===== src/pkg/fsp_pkg.sv =====
// Purpose: Shared constants and types for the flash stream prefetch engine
// Assumes: Byte offsets on the register port, 32-bit data
// Notes:   Full and empty status bits are derived from the FIFO level count

package fsp_pkg;

    // Register port geometry
    localparam int unsigned       FSP_ADDR_W     = 8;
    localparam int unsigned       FSP_DATA_W     = 32;
    localparam int unsigned       FSP_CNT_W      = 22;
    localparam int unsigned       FSP_WADDR_W    = 30;
    localparam int unsigned       FSP_FIFO_DEPTH = 2;

    // Register byte offsets
    localparam logic [7:0]        FSP_OFS_STAT   = 8'h08;
    localparam logic [7:0]        FSP_OFS_ADDR   = 8'h14;
    localparam logic [7:0]        FSP_OFS_CNT    = 8'h18;
    localparam logic [7:0]        FSP_OFS_DATA   = 8'h1C;

    // Field positions
    localparam int unsigned       FSP_STAT_EMPTY = 1;
    localparam int unsigned       FSP_STAT_FULL  = 2;
    localparam int unsigned       FSP_ADDR_LSB   = 2;

    // Reset values
    localparam logic [29:0]       FSP_RST_ADDR   = 30'h0;
    localparam logic [21:0]       FSP_RST_CNT    = 22'h0;
    localparam logic [31:0]       FSP_RST_DATA   = 32'h0;

    // Stream engine states
    typedef enum logic [1:0] {
        FSP_ST_IDLE = 2'b01,
        FSP_ST_WAIT = 2'b10
    } fsp_state_e;

    // One register port request
    typedef struct packed {
        logic                     req;
        logic                     we;
        logic [7:0]               addr;
        logic [31:0]              wdata;
    } fsp_reg_req_s;

    // One flash read request
    typedef struct packed {
        logic                     valid;
        logic [29:0]              waddr;
    } fsp_flash_req_s;

endpackage : fsp_pkg


===== src/core/fsp_fifo.sv =====
// Purpose: Small synchronous FIFO holding streamed flash words
// Assumes: Single clock, push and pop may share a cycle
// Notes:   Full and empty come from an explicit level count

`timescale 1ns/100ps
`default_nettype none

module fsp_fifo #(
    parameter int unsigned W     = 32,
    parameter int unsigned DEPTH = 2
) (
    input  wire logic                       clk_sys,
    input  wire logic                       resetn,
    input  wire logic                       push_valid,
    output logic                            push_ready,
    input  wire logic [W-1:0]               push_data,
    output logic                            pop_valid,
    input  wire logic                       pop_ready,
    output logic [W-1:0]                    pop_data
);
    localparam int unsigned PW = (DEPTH > 1) ? $clog2(DEPTH) : 1;
    localparam int unsigned LW = $clog2(DEPTH + 1);
    localparam logic [PW-1:0] PTR_LAST = PW'(DEPTH - 1);
    localparam logic [LW-1:0] LVL_FULL = LW'(DEPTH);

    logic [W-1:0]  mem [DEPTH];
    logic [PW-1:0] wr_ptr_r;
    logic [PW-1:0] rd_ptr_r;
    logic [LW-1:0] level_r;
    logic          do_push;
    logic          do_pop;

    // Never accept into a full FIFO, so nothing is overwritten
    assign push_ready = (level_r != LVL_FULL);
    assign pop_valid  = (level_r != '0);
    assign pop_data   = mem[rd_ptr_r];
    assign do_push    = push_valid & push_ready;
    assign do_pop     = pop_valid & pop_ready;

    // Storage, no reset needed for data
    always_ff @(posedge clk_sys) begin
        if (do_push) begin
            mem[wr_ptr_r] <= push_data;
        end
    end

    // Pointers wrap at the last slot, depth need not be a power of two
    always_ff @(posedge clk_sys or negedge resetn) begin
        if (!resetn) begin
            wr_ptr_r <= '0;
            rd_ptr_r <= '0;
        end else begin
            if (do_push) begin
                wr_ptr_r <= (wr_ptr_r == PTR_LAST) ? '0 : wr_ptr_r + PW'(1);
            end
            if (do_pop) begin
                rd_ptr_r <= (rd_ptr_r == PTR_LAST) ? '0 : rd_ptr_r + PW'(1);
            end
        end
    end

    // Level tracking
    always_ff @(posedge clk_sys or negedge resetn) begin
        if (!resetn) begin
            level_r <= '0;
        end else if (do_push && !do_pop) begin
            level_r <= level_r + LW'(1);
        end else if (do_pop && !do_push) begin
            level_r <= level_r - LW'(1);
        end
    end

endmodule : fsp_fifo

`default_nettype wire


===== src/core/fsp_top.sv =====
// Purpose: Background flash streaming engine feeding a small word FIFO
// Assumes: Flash side is same-clock logic with one read in flight at most
// Notes:   FIFO drains through the register port or the auxiliary port
//
// Operation
// The next stream word address is held in bits 31:2 and bits 1:0 read zero.
// The stream address steps by one word on every streaming flash read.
// Software loads the start address before writing a nonzero count.
// A 22-bit remaining count sits in bits 21:0 and a nonzero write starts a stream.
// Stream reads go out only while the flash interface reports idle.
// The count drops by one per word and reads stop when it reaches zero.
// Writing zero to the count halts the stream and drops any read in flight.
// After a halt software drains the FIFO and rewrites the address first.
// Streamed words queue in a FIFO and each data read pops the oldest.
// The same FIFO is also drained through a separate auxiliary port.
// After reset address and count both read zero so no stream runs.
// The FIFO is two words deep with full and empty flags for software.
// Empty reads one after reset and whenever no word is held, full resets to zero.
// Stream reads pause while the FIFO is full and no word is ever lost.

`timescale 1ns/100ps
`default_nettype none

module fsp_top
    import fsp_pkg::*;
#(
    parameter int unsigned DEPTH = FSP_FIFO_DEPTH
) (
    input  wire logic                       clk_sys,
    input  wire logic                       resetn,
    // Register port
    input  wire fsp_reg_req_s               reg_in,
    output logic                            reg_ack,
    output logic [FSP_DATA_W-1:0]           reg_rdata,
    // Auxiliary stream port
    input  wire logic                       aux_req,
    output logic                            aux_ack,
    output logic [FSP_DATA_W-1:0]           aux_rdata,
    // Flash interface
    input  wire logic                       flash_idle,
    output fsp_flash_req_s                  flash_req,
    input  wire logic                       flash_rvalid,
    input  wire logic [FSP_DATA_W-1:0]      flash_rdata
);

    ////////////////////////////////////////////////////////////////////////
    // Declarations

    fsp_state_e                  state_r;
    fsp_state_e                  state_nxt;
    logic [FSP_WADDR_W-1:0]      addr_r;
    logic [FSP_CNT_W-1:0]        cnt_r;
    logic                        discard_r;
    fsp_flash_req_s              flash_req_r;
    logic                        reg_ack_r;
    logic [FSP_DATA_W-1:0]       reg_rdata_r;
    logic                        aux_ack_r;
    logic [FSP_DATA_W-1:0]       aux_rdata_r;

    logic                        wr_addr;
    logic                        wr_cnt;
    logic                        rd_data;
    logic                        aux_take;
    logic                        issue;
    logic                        resp;
    logic                        halt;
    logic                        push_valid;
    logic                        push_ready;
    logic                        pop_valid;
    logic                        pop_ready;
    logic [FSP_DATA_W-1:0]       pop_data;

    ////////////////////////////////////////////////////////////////////////
    // Decode and stream control

    // Register port strobes
    assign wr_addr = reg_in.req & reg_in.we & (reg_in.addr == FSP_OFS_ADDR);
    assign wr_cnt  = reg_in.req & reg_in.we & (reg_in.addr == FSP_OFS_CNT);
    assign rd_data = reg_in.req & !reg_in.we & (reg_in.addr == FSP_OFS_DATA);

    // Register pops win; aux waits a cycle rather than sharing the slot
    assign aux_take  = aux_req & !aux_ack_r & pop_valid & !rd_data;
    assign pop_ready = (rd_data & pop_valid) | aux_take;

    // Issue only into free FIFO space with no software update in this cycle
    assign issue = (state_r == FSP_ST_IDLE) & (cnt_r != '0)
                 & flash_idle
                 & push_ready
                 & !wr_addr & !wr_cnt;
    assign resp  = (state_r == FSP_ST_WAIT) & flash_rvalid;

    // Zero count write; also blocks a response landing in the same cycle
    assign halt       = wr_cnt & (reg_in.wdata[FSP_CNT_W-1:0] == '0);

    // A halted read still returns, but its word is thrown away
    assign push_valid = resp & !discard_r & !halt;

    // Next state: at most one flash read outstanding
    always_comb begin
        state_nxt = state_r;
        case (state_r)
            FSP_ST_IDLE: begin
                if (issue) begin
                    state_nxt = FSP_ST_WAIT;
                end
            end
            FSP_ST_WAIT: begin
                if (flash_rvalid) begin
                    state_nxt = FSP_ST_IDLE;
                end
            end
            default: begin
                state_nxt = FSP_ST_IDLE;
            end
        endcase
    end

    // State register
    always_ff @(posedge clk_sys or negedge resetn) begin
        if (!resetn) begin
            state_r <= FSP_ST_IDLE;
        end else begin
            state_r <= state_nxt;
        end
    end

    ////////////////////////////////////////////////////////////////////////
    // Stream address and count

    // Word address, low byte bits are not stored at all
    always_ff @(posedge clk_sys or negedge resetn) begin
        if (!resetn) begin
            addr_r <= FSP_RST_ADDR;
        end else if (wr_addr) begin
            addr_r <= reg_in.wdata[31:FSP_ADDR_LSB];
        end else if (issue) begin
            addr_r <= addr_r + FSP_WADDR_W'(1);
        end
    end

    // Remaining words; a nonzero write starts, a zero write halts
    always_ff @(posedge clk_sys or negedge resetn) begin
        if (!resetn) begin
            cnt_r <= FSP_RST_CNT;
        end else if (wr_cnt) begin
            cnt_r <= reg_in.wdata[FSP_CNT_W-1:0];
        end else if (issue) begin
            cnt_r <= cnt_r - FSP_CNT_W'(1);
        end
    end

    // Drop marker for a read halted while in flight
    always_ff @(posedge clk_sys or negedge resetn) begin
        if (!resetn) begin
            discard_r <= 1'b0;
        end else if (resp) begin
            discard_r <= 1'b0;
        end else if (halt && (state_r == FSP_ST_WAIT)) begin
            discard_r <= 1'b1;
        end
    end

    // Flash request, one-cycle pulse carrying the current word address
    always_ff @(posedge clk_sys or negedge resetn) begin
        if (!resetn) begin
            flash_req_r <= '0;
        end else begin
            flash_req_r.valid <= issue;
            if (issue) begin
                flash_req_r.waddr <= addr_r;
            end
        end
    end

    ////////////////////////////////////////////////////////////////////////
    // Stream FIFO

    fsp_fifo #(
        .W          (FSP_DATA_W),
        .DEPTH      (DEPTH)
    ) u_fifo (
        .clk_sys    (clk_sys),
        .resetn     (resetn),
        .push_valid (push_valid),
        .push_ready (push_ready),
        .push_data  (flash_rdata),
        .pop_valid  (pop_valid),
        .pop_ready  (pop_ready),
        .pop_data   (pop_data)
    );

    ////////////////////////////////////////////////////////////////////////
    // Register read path

    // Answer every access one cycle later; unmapped offsets read zero
    always_ff @(posedge clk_sys or negedge resetn) begin
        if (!resetn) begin
            reg_ack_r   <= 1'b0;
            reg_rdata_r <= FSP_RST_DATA;
        end else begin
            reg_ack_r   <= reg_in.req;
            reg_rdata_r <= FSP_RST_DATA;
            if (reg_in.req && !reg_in.we) begin
                case (reg_in.addr)
                    FSP_OFS_STAT: begin
                        reg_rdata_r[FSP_STAT_FULL]  <= !push_ready;
                        reg_rdata_r[FSP_STAT_EMPTY] <= !pop_valid;
                    end
                    FSP_OFS_ADDR: begin
                        reg_rdata_r <= {addr_r, 2'b00};
                    end
                    FSP_OFS_CNT: begin
                        reg_rdata_r <= {10'h0, cnt_r};
                    end
                    FSP_OFS_DATA: begin
                        // Empty FIFO reads zero instead of stalling
                        if (pop_valid) begin
                            reg_rdata_r <= pop_data;
                        end
                    end
                    default: begin
                        reg_rdata_r <= FSP_RST_DATA;
                    end
                endcase
            end
        end
    end

    ////////////////////////////////////////////////////////////////////////
    // Auxiliary port

    // Holds the request until a word exists, so the DMA just waits
    always_ff @(posedge clk_sys or negedge resetn) begin
        if (!resetn) begin
            aux_ack_r   <= 1'b0;
            aux_rdata_r <= FSP_RST_DATA;
        end else begin
            aux_ack_r <= aux_take;
            if (aux_take) begin
                aux_rdata_r <= pop_data;
            end
        end
    end

    // Outputs straight from flops
    assign reg_ack   = reg_ack_r;
    assign reg_rdata = reg_rdata_r;
    assign aux_ack   = aux_ack_r;
    assign aux_rdata = aux_rdata_r;
    assign flash_req = flash_req_r;

endmodule : fsp_top

`default_nettype wire


===== config.mk =====
export PLATFORM = sky130hd
export DESIGN_NAME = fsp_top
export DESIGN_NICKNAME = d
export VERILOG_FILES = /design/src/pkg/fsp_pkg.sv /design/src/core/fsp_fifo.sv /design/src/core/fsp_top.sv
export SDC_FILE = /design/constraint.sdc
export NUM_CORES = 1
export LEC_CHECK = 0
export ABC_AREA = 1
export BUFFER_PORTS_ARGS = -buffer_cell sky130_fd_sc_hd__buf_2
export CORE_MARGIN = 2
export CORE_UTILIZATION = 30
export DETAILED_ROUTE_END_ITERATION = 8
export PLACE_DENSITY = 0.48
export SYNTH_ARGS = -nofsm -noshare
export SYNTH_HDL_FRONTEND = slang
export SYNTH_SLANG_ARGS = --single-unit
export TNS_END_PERCENT = 100

===== constraint.sdc =====
create_clock -name clk_sys -period 7.7 [get_ports clk_sys]
set_input_delay 0.385 -clock clk_sys [delete_from_list [all_inputs] [get_ports clk_sys]]
set_output_delay 0.385 -clock clk_sys [all_outputs]
set_load 0.05 [all_outputs]

-- Word-level counts from Yosys, hierarchy flattened
Memories as Yosys holds them, arrays and structs flattened.
Cells that the tools add are included.
- logic and storage cells: 93
- input bits: 79
- memories: 1
- flip-flop bits (word level): 156
- bits in writable memories: 64
- output and inout bits: 97
- bitwise logic cells: 21
- multiplexer cells: 20
- eq/ne operators: 9
- reductions and logical operators: 23
- add/sub/neg operators: 6
- memory list (memory ; words ; bits a word ; read ports ; clocked after memory_dff ; write ports ; line ; text):
    u_fifo.mem ; 2 ; 32 ; 1 ; 0 ; 1 ; fsp_fifo.sv:26 ; logic [W-1:0] mem [DEPTH];
- operators by type and width (kind ; number):
    $pmux 29 s3 ; 1
    $mux 32 ; 2
    $mux 30 ; 2
    $mux 22 ; 2
    $add 30x1->30 const B ; 1
    $eq 8x5->1 const B ; 3
    $logic_not 22->1 ; 1
    $reduce_bool 22->1 ; 1
    $sub 22x1->22 const B ; 1
    $and 1x1->1 ; 20
    $logic_not 1->1 ; 11
    $reduce_bool 2->1 ; 5
    $eq 8x4->1 const B ; 1
    $mux 2 ; 4
    $pmux 2 s4 ; 1
    $mux 1 ; 6
    $ne 2x2->1 const B ; 3
    $logic_and 1x1->1 ; 4
    $pmux 2 s2 ; 1
    $add 1x1->1 const B ; 2
    $add 2x1->2 const B ; 1
    $eq 2x1->1 const B ; 1
    $eq 2x2->1 const B ; 1
    $pmux 1 s2 ; 1
    other kinds (3) ; 3

-- Depth between registers and ports, before layout
- word-level depth: 10
- depth in mapped cells: 14
- depth with buffers taken out: 14

-- Modules after synthesis
Synthesis repeated with hierarchy kept, for this count alone.
- cells, all modules: 1320
- area total of the unflattened synthesis: 10727.8 um^2
- modules (own cells, without submodules) (module ; seq. area each (um^2) ; area each (um^2) ; cells an instance ; instances):
    fsp_top ; 3804.9 ; 8070.2 ; 1124 ; 1
    fsp_fifo ; 2021.9 ; 2657.5 ; 196 ; 1

-- Worst setup path after synthesis
Ideal clock, no wire load.
- path type: input to register
- start: input reg_in[38] (netlist name)
- end: memory u_fifo.mem[1][0], enable pin
- data required time: 7.279 ns
- setup slack: 4.919 ns
- arrival: 2.360 ns
- setup time: 0.421 ns
- buffers on the path: 0
- stages: 10
- cells stage by stage: inv_1 > nand2_1 > nor2_2 > nand2_1 > inv_2 > nand2_2 > nor2_1 > inv_1 > nand2_1 > nor2_1
- word-level cells in the longest chain between the ends: 8
- ends and longest elaborated chain (item ; line ; text):
    start: declaration ; fsp_top.sv:32 ; input wire fsp_reg_req_s reg_in,
    $eq 8x5->1 ; fsp_top.sv:78 ; assign wr_cnt = reg_in.req & reg_in.we & (reg_in.addr == FSP_OFS_CNT);
    $and 1x1->1 ; fsp_top.sv:78 ;
    $and 1x1->1 ; fsp_top.sv:93 ; assign halt = wr_cnt & (reg_in.wdata[FSP_CNT_W-1:0] == '0);
    $logic_not 1->1 ; fsp_top.sv:96 ; assign push_valid = resp & !discard_r & !halt;
    $and 1x1->1 ; fsp_top.sv:96 ;
    $and 1x1->1 ; fsp_fifo.sv:37 ; assign do_push = push_valid & push_ready;
    $mux 1 ; fsp_fifo.sv:42 ; if (do_push) begin
    $mux 1 (implied by the code) ; fsp_fifo.sv:43 ; mem[wr_ptr_r] <= push_data;
    end: declaration ; fsp_fifo.sv:26 ;
No other way between the ends.

-- Worst setup path in the final report
- start: input reg_in[41] (netlist name)
- end: register cnt_r[20]
- word-level cells in the longest chain between the ends: 6
- elaborated cells on any way between the ends: 9
- those cells by class: mux (1); bitwise (5); reduce/logical (3)
- ends and longest elaborated chain (item ; line ; text):
    $and 1x1->1 * ; fsp_top.sv:77, fsp_top.sv:78 ;
    $and 1x1->1 ; fsp_top.sv:77 ; assign wr_addr = reg_in.req & reg_in.we & (reg_in.addr == FSP_OFS_ADDR);
    $logic_not 1->1 ; fsp_top.sv:89 ; & !wr_addr & !wr_cnt;
    $and 1x1->1 (2 in a row) ; fsp_top.sv:89 ;
    $reduce_bool 2->1 (no line) ; n/a ;
    end signal: assignment ; fsp_top.sv:146 ; cnt_r <= reg_in.wdata[FSP_CNT_W-1:0];
    end signal: assignment ; fsp_top.sv:148 ; cnt_r <= cnt_r - FSP_CNT_W'(1);
    end: declaration ; fsp_top.sv:52 ; logic [FSP_CNT_W-1:0] cnt_r;
Every way passes the cells marked *; elsewhere a longest branch is shown, timed or not.
A chain may end at the register's enable or synchronous reset.

==> results.ini <==
[outcome]
run_status=completed

[die]
initial_utilization_pct=30.3
die_area_um2=36300
num_io_pins=176
die_height_um=191
chipWidth_um=191
rows=68
floorplan.core_area_um2=34500

[clocking]
clk_root_buffer_cell=sky130_fd_sc_hd__clkbuf_16
cts.sinks=220
tritoncts.num_buffers=26
clock_tree.buffer_depth=3
clkTransAtPathRegs_ns=0.06
clock_tree_from_tritoncts=yes
cts-htree-levels=1
clkLatencyLatePin_ns=0.53

[power]
worst_ir_drop_vdd_mv=0.240
pwr_density_cell_nw_per_um2=383
power_leakage_nw=5.93

[timing]
max_freq_mhz=304
fin_skew_ns=0.0120
timing_worst_slew_pin_value_ns=1.21
period_share_pct=42.7
fin_crit_ns=3.29
rsz0062_at_grt=no
drv_slew=0
setup_ws_final_ns=4.41
finalSetupViolations=0
report.final.hold_viol_count=0
timing.slew.headroom_pct=19.0
finalSetupTns_ns=0

[synth]
yosys_warnings=0
primary_flip_flop_cell_chosen_by_synthesis_mapping=sky130_fd_sc_hd__dfrtp_1
synth_seq_cells=220
synth.distinct_cells=36
postSynthAreaPerCell_um2=8.49
synth_enable_flop_cells=64
synth.yosys.seq_area_share_pct=55.8
syn_inst=1230
mappedNetlistArea_um2=10400
synth.net_count=1313
ys_async_sr_fraction_pct=70.9

[placed_design]
port_buffers=175
place_congestion=0.858
pre_cts_slack_ns=4.25
detailedPlacementHpwl_um=25300

[critical_path]
critPathLaunchType=input pin
cp_max_stage_cell=sky130_fd_sc_hd__buf_4
path_buf_inv=7
worst-path-stages=13
setup.reg_to_reg.worst_slack_ns=4.80
crit_family=buffers and inverters
critPathMaxFanout=83
crit-reg2reg-launch=cnt_r[12]
cpPeakStageDelay_ns=0.64
crit_path_cell_trace=dlygate4sd3_1, buf_2, nand2_1, inv_1, nand3_1, buf_4, nand2_1, inv_2, nand3_2, buf_4, inv_2, nand2_1, nand3_1
timing.reg2reg.worst_path_depth=9
cp_data_arrival_time_ns=3.69
r2r_end=cnt_r[20]
cp.required_ns=8.10
critical_path_class=in2reg
crit_path_frequent_cell=sky130_fd_sc_hd__nand2_1
critPathCaptureType=flop

[min_path]
hold_path_startpoint=flash_rdata[10]
holdPathEnd=u_fifo.mem[0][10]
min_delay_path_depth=1
min-delay-path-class=in2reg

[detailed_routing]
drcViolationCount=0
drtIter0Drc=797
detailroute.via_count=8874
drtAntennaViolNets=0
wirelength_um=34500
viasPerCell=4.74
drt-wirelength-per-cell_um=18.4
drt-pass1-iter-count=5

[job]
max_cap_viols=0

[global_routing]
congestion_overflow_gr=0
antenna_violations_before_repair=3
first_global_vias=8683
grt_start_max_net_pins=84
grt_util_all_layers_pct=19.1
global_route_wire_length_before_repair_um=52700

[layout]
drive_gt1_share_pct=18.1
fin_nets=1481
area_growth_syn_to_layout_pct=20.7
antennaDiodeCount=0
fillers=3630

==> worst reg2reg max path: cells and delay by family (launching register included) <==
| kind | cells | cell delay [ns] |
|---|---|---|
| buffers and inverters | 2 | 1.26 |
| DFF | 1 | 0.50 |
| and+or+nand+nor | 7 | 1.02 |
==> per-layer routing <==
metal  global-route usage [%]  vias up  part of all wire [%]
met3                     3.39       52                   6.7
met5                        0        -                  0.11
met4                     4.77        6                   2.2
li1                         -     4323                     -
met1                     27.1     4215                    46
met2                     30.2      278                    45
==> worst max-delay path by stage <==
stage,startpoint,to,slack (ns)
3_5_place_dp,reg_in[33],cnt_r[20],4.25
4_1_cts,reg_in[41],cnt_r[20],4.48
2_1_floorplan,reg_in[38],u_fifo.mem[1][0],4.92
3_3_place_gp,reg_in[33],cnt_r[15],4.38
5_1_grt,reg_in[41],addr_r[4],4.18
6_report,reg_in[41],cnt_r[20],4.41
==> cells by family (layout without fill, tap and decap cells) <==
kind of cell / after synthesis / after routing / synth area share (%)
xor gates and xnor gates: 30 / 30 / 2.51
DFF: 220 / 220 / 55.8
adders and majority gates: 4 / 4 / 0.479
AOI/OAI and AO/OA: 120 / 120 / 6.37
muxes: 13 / 13 / 1.25
buffers and inverters: 152 / 340 / 6.41
and+or+nand+nor: 691 / 691 / 27.2
==> power breakdown <==
group	switching (W)	total (W)	internal, W	leakage [nW]
logic	0.00132	0.00176	0.000440	2.85
registers	0.000297	0.00178	0.00148	2.63
clock network	0.000509	0.00129	0.000785	0.441
==> area by class of cell <==
type / count / area [um2] / area share, %
Clock buffer: 32 / 704 / 5.59
Sequential cell: 220 / 5830 / 46.2
Clock inverter: 16 / 193 / 1.53
Inverter: 107 / 402 / 3.18
Multi-Input combinational cell: 858 / 3960 / 31.4
Tap cell: 455 / 569 / 4.51
Timing Repair Buffer: 185 / 962 / 7.63
==> flip-flops by register name (all words and copies together) (netlist names) <==
signal,cells
u_fifo.level_r,2
reg_rdata,32
flash_req,31
u_fifo.wr_ptr_r,1
discard_r,1
state_r,2
addr_r,30
aux_ack,1
aux_rdata,32
reg_ack,1
u_fifo.rd_ptr_r,1
u_fifo.mem,64
cnt_r,22
==> metrics by stage <==
stage	util, %	area, um2	instances	hold WS (ns)	power [W]
after floorplan	-	10400	1230	0.0894	0.00303
after global placement	33.9	11700	1823	0.453	0.00355
after detailed placement	33.9	11700	1823	0.464	0.00356
after CTS	36.6	12600	1873	0.0140	0.00487
after global routing	36.6	12600	1873	0.0180	0.00513
final	36.6	12600	1873	0.0410	0.00483
==> cell usage in the layout, fill, tap and decap left out, types with 5 or more instances in the layout <==
cell type                   count
sky130_fd_sc_hd__o21ai_0       45
sky130_fd_sc_hd__xnor2_1        6
sky130_fd_sc_hd__or2_2         11
sky130_fd_sc_hd__clkbuf_16     27
sky130_fd_sc_hd__xor2_1        24
sky130_fd_sc_hd__nand4_1        6
sky130_fd_sc_hd__edfxtp_1      64
sky130_fd_sc_hd__nor2_2        10
sky130_fd_sc_hd__buf_4          8
sky130_fd_sc_hd__nand3_1      120
sky130_fd_sc_hd__clkinv_2       8
sky130_fd_sc_hd__a31oi_1       24
sky130_fd_sc_hd__mux2i_1       13
sky130_fd_sc_hd__nor2_1       131
sky130_fd_sc_hd__buf_2        174
sky130_fd_sc_hd__a21oi_1       15
sky130_fd_sc_hd__dfrtp_1      155
sky130_fd_sc_hd__o21ai_1       12
sky130_fd_sc_hd__inv_2          5
sky130_fd_sc_hd__o22ai_1       20
sky130_fd_sc_hd__nand2_1      402
sky130_fd_sc_hd__inv_1        100
==> timing repair <==
action | CTS | global route
gates resized for setup | 0 | 0
hold buffers | 2 | 0
endpoints found under the hold margin | 83 | 0
buffers inserted | 0 | 0
==> cell usage after synthesis (10+ instances only) <==
master                       n  area (um2)
sky130_fd_sc_hd__nand2_1   402        1510
sky130_fd_sc_hd__mux2i_1    13         130
sky130_fd_sc_hd__clkbuf_1   14        52.6
sky130_fd_sc_hd__buf_2      13        65.1
sky130_fd_sc_hd__xor2_1     24         210
sky130_fd_sc_hd__nand3_1   120         601
sky130_fd_sc_hd__dfrtp_1   155        3880
sky130_fd_sc_hd__o22ai_1    20         125
sky130_fd_sc_hd__nor2_1    132         495
sky130_fd_sc_hd__a31oi_1    24         150
sky130_fd_sc_hd__o21ai_0    45         225
sky130_fd_sc_hd__inv_1     101         379
sky130_fd_sc_hd__o21ai_1    12        60.1
sky130_fd_sc_hd__a21oi_1    15        75.1
sky130_fd_sc_hd__edfxtp_1   64        1920
sky130_fd_sc_hd__or2_2      11        68.8
sky130_fd_sc_hd__buf_6      10         113
Note: power is estimated with default switching activity, not from simulation.
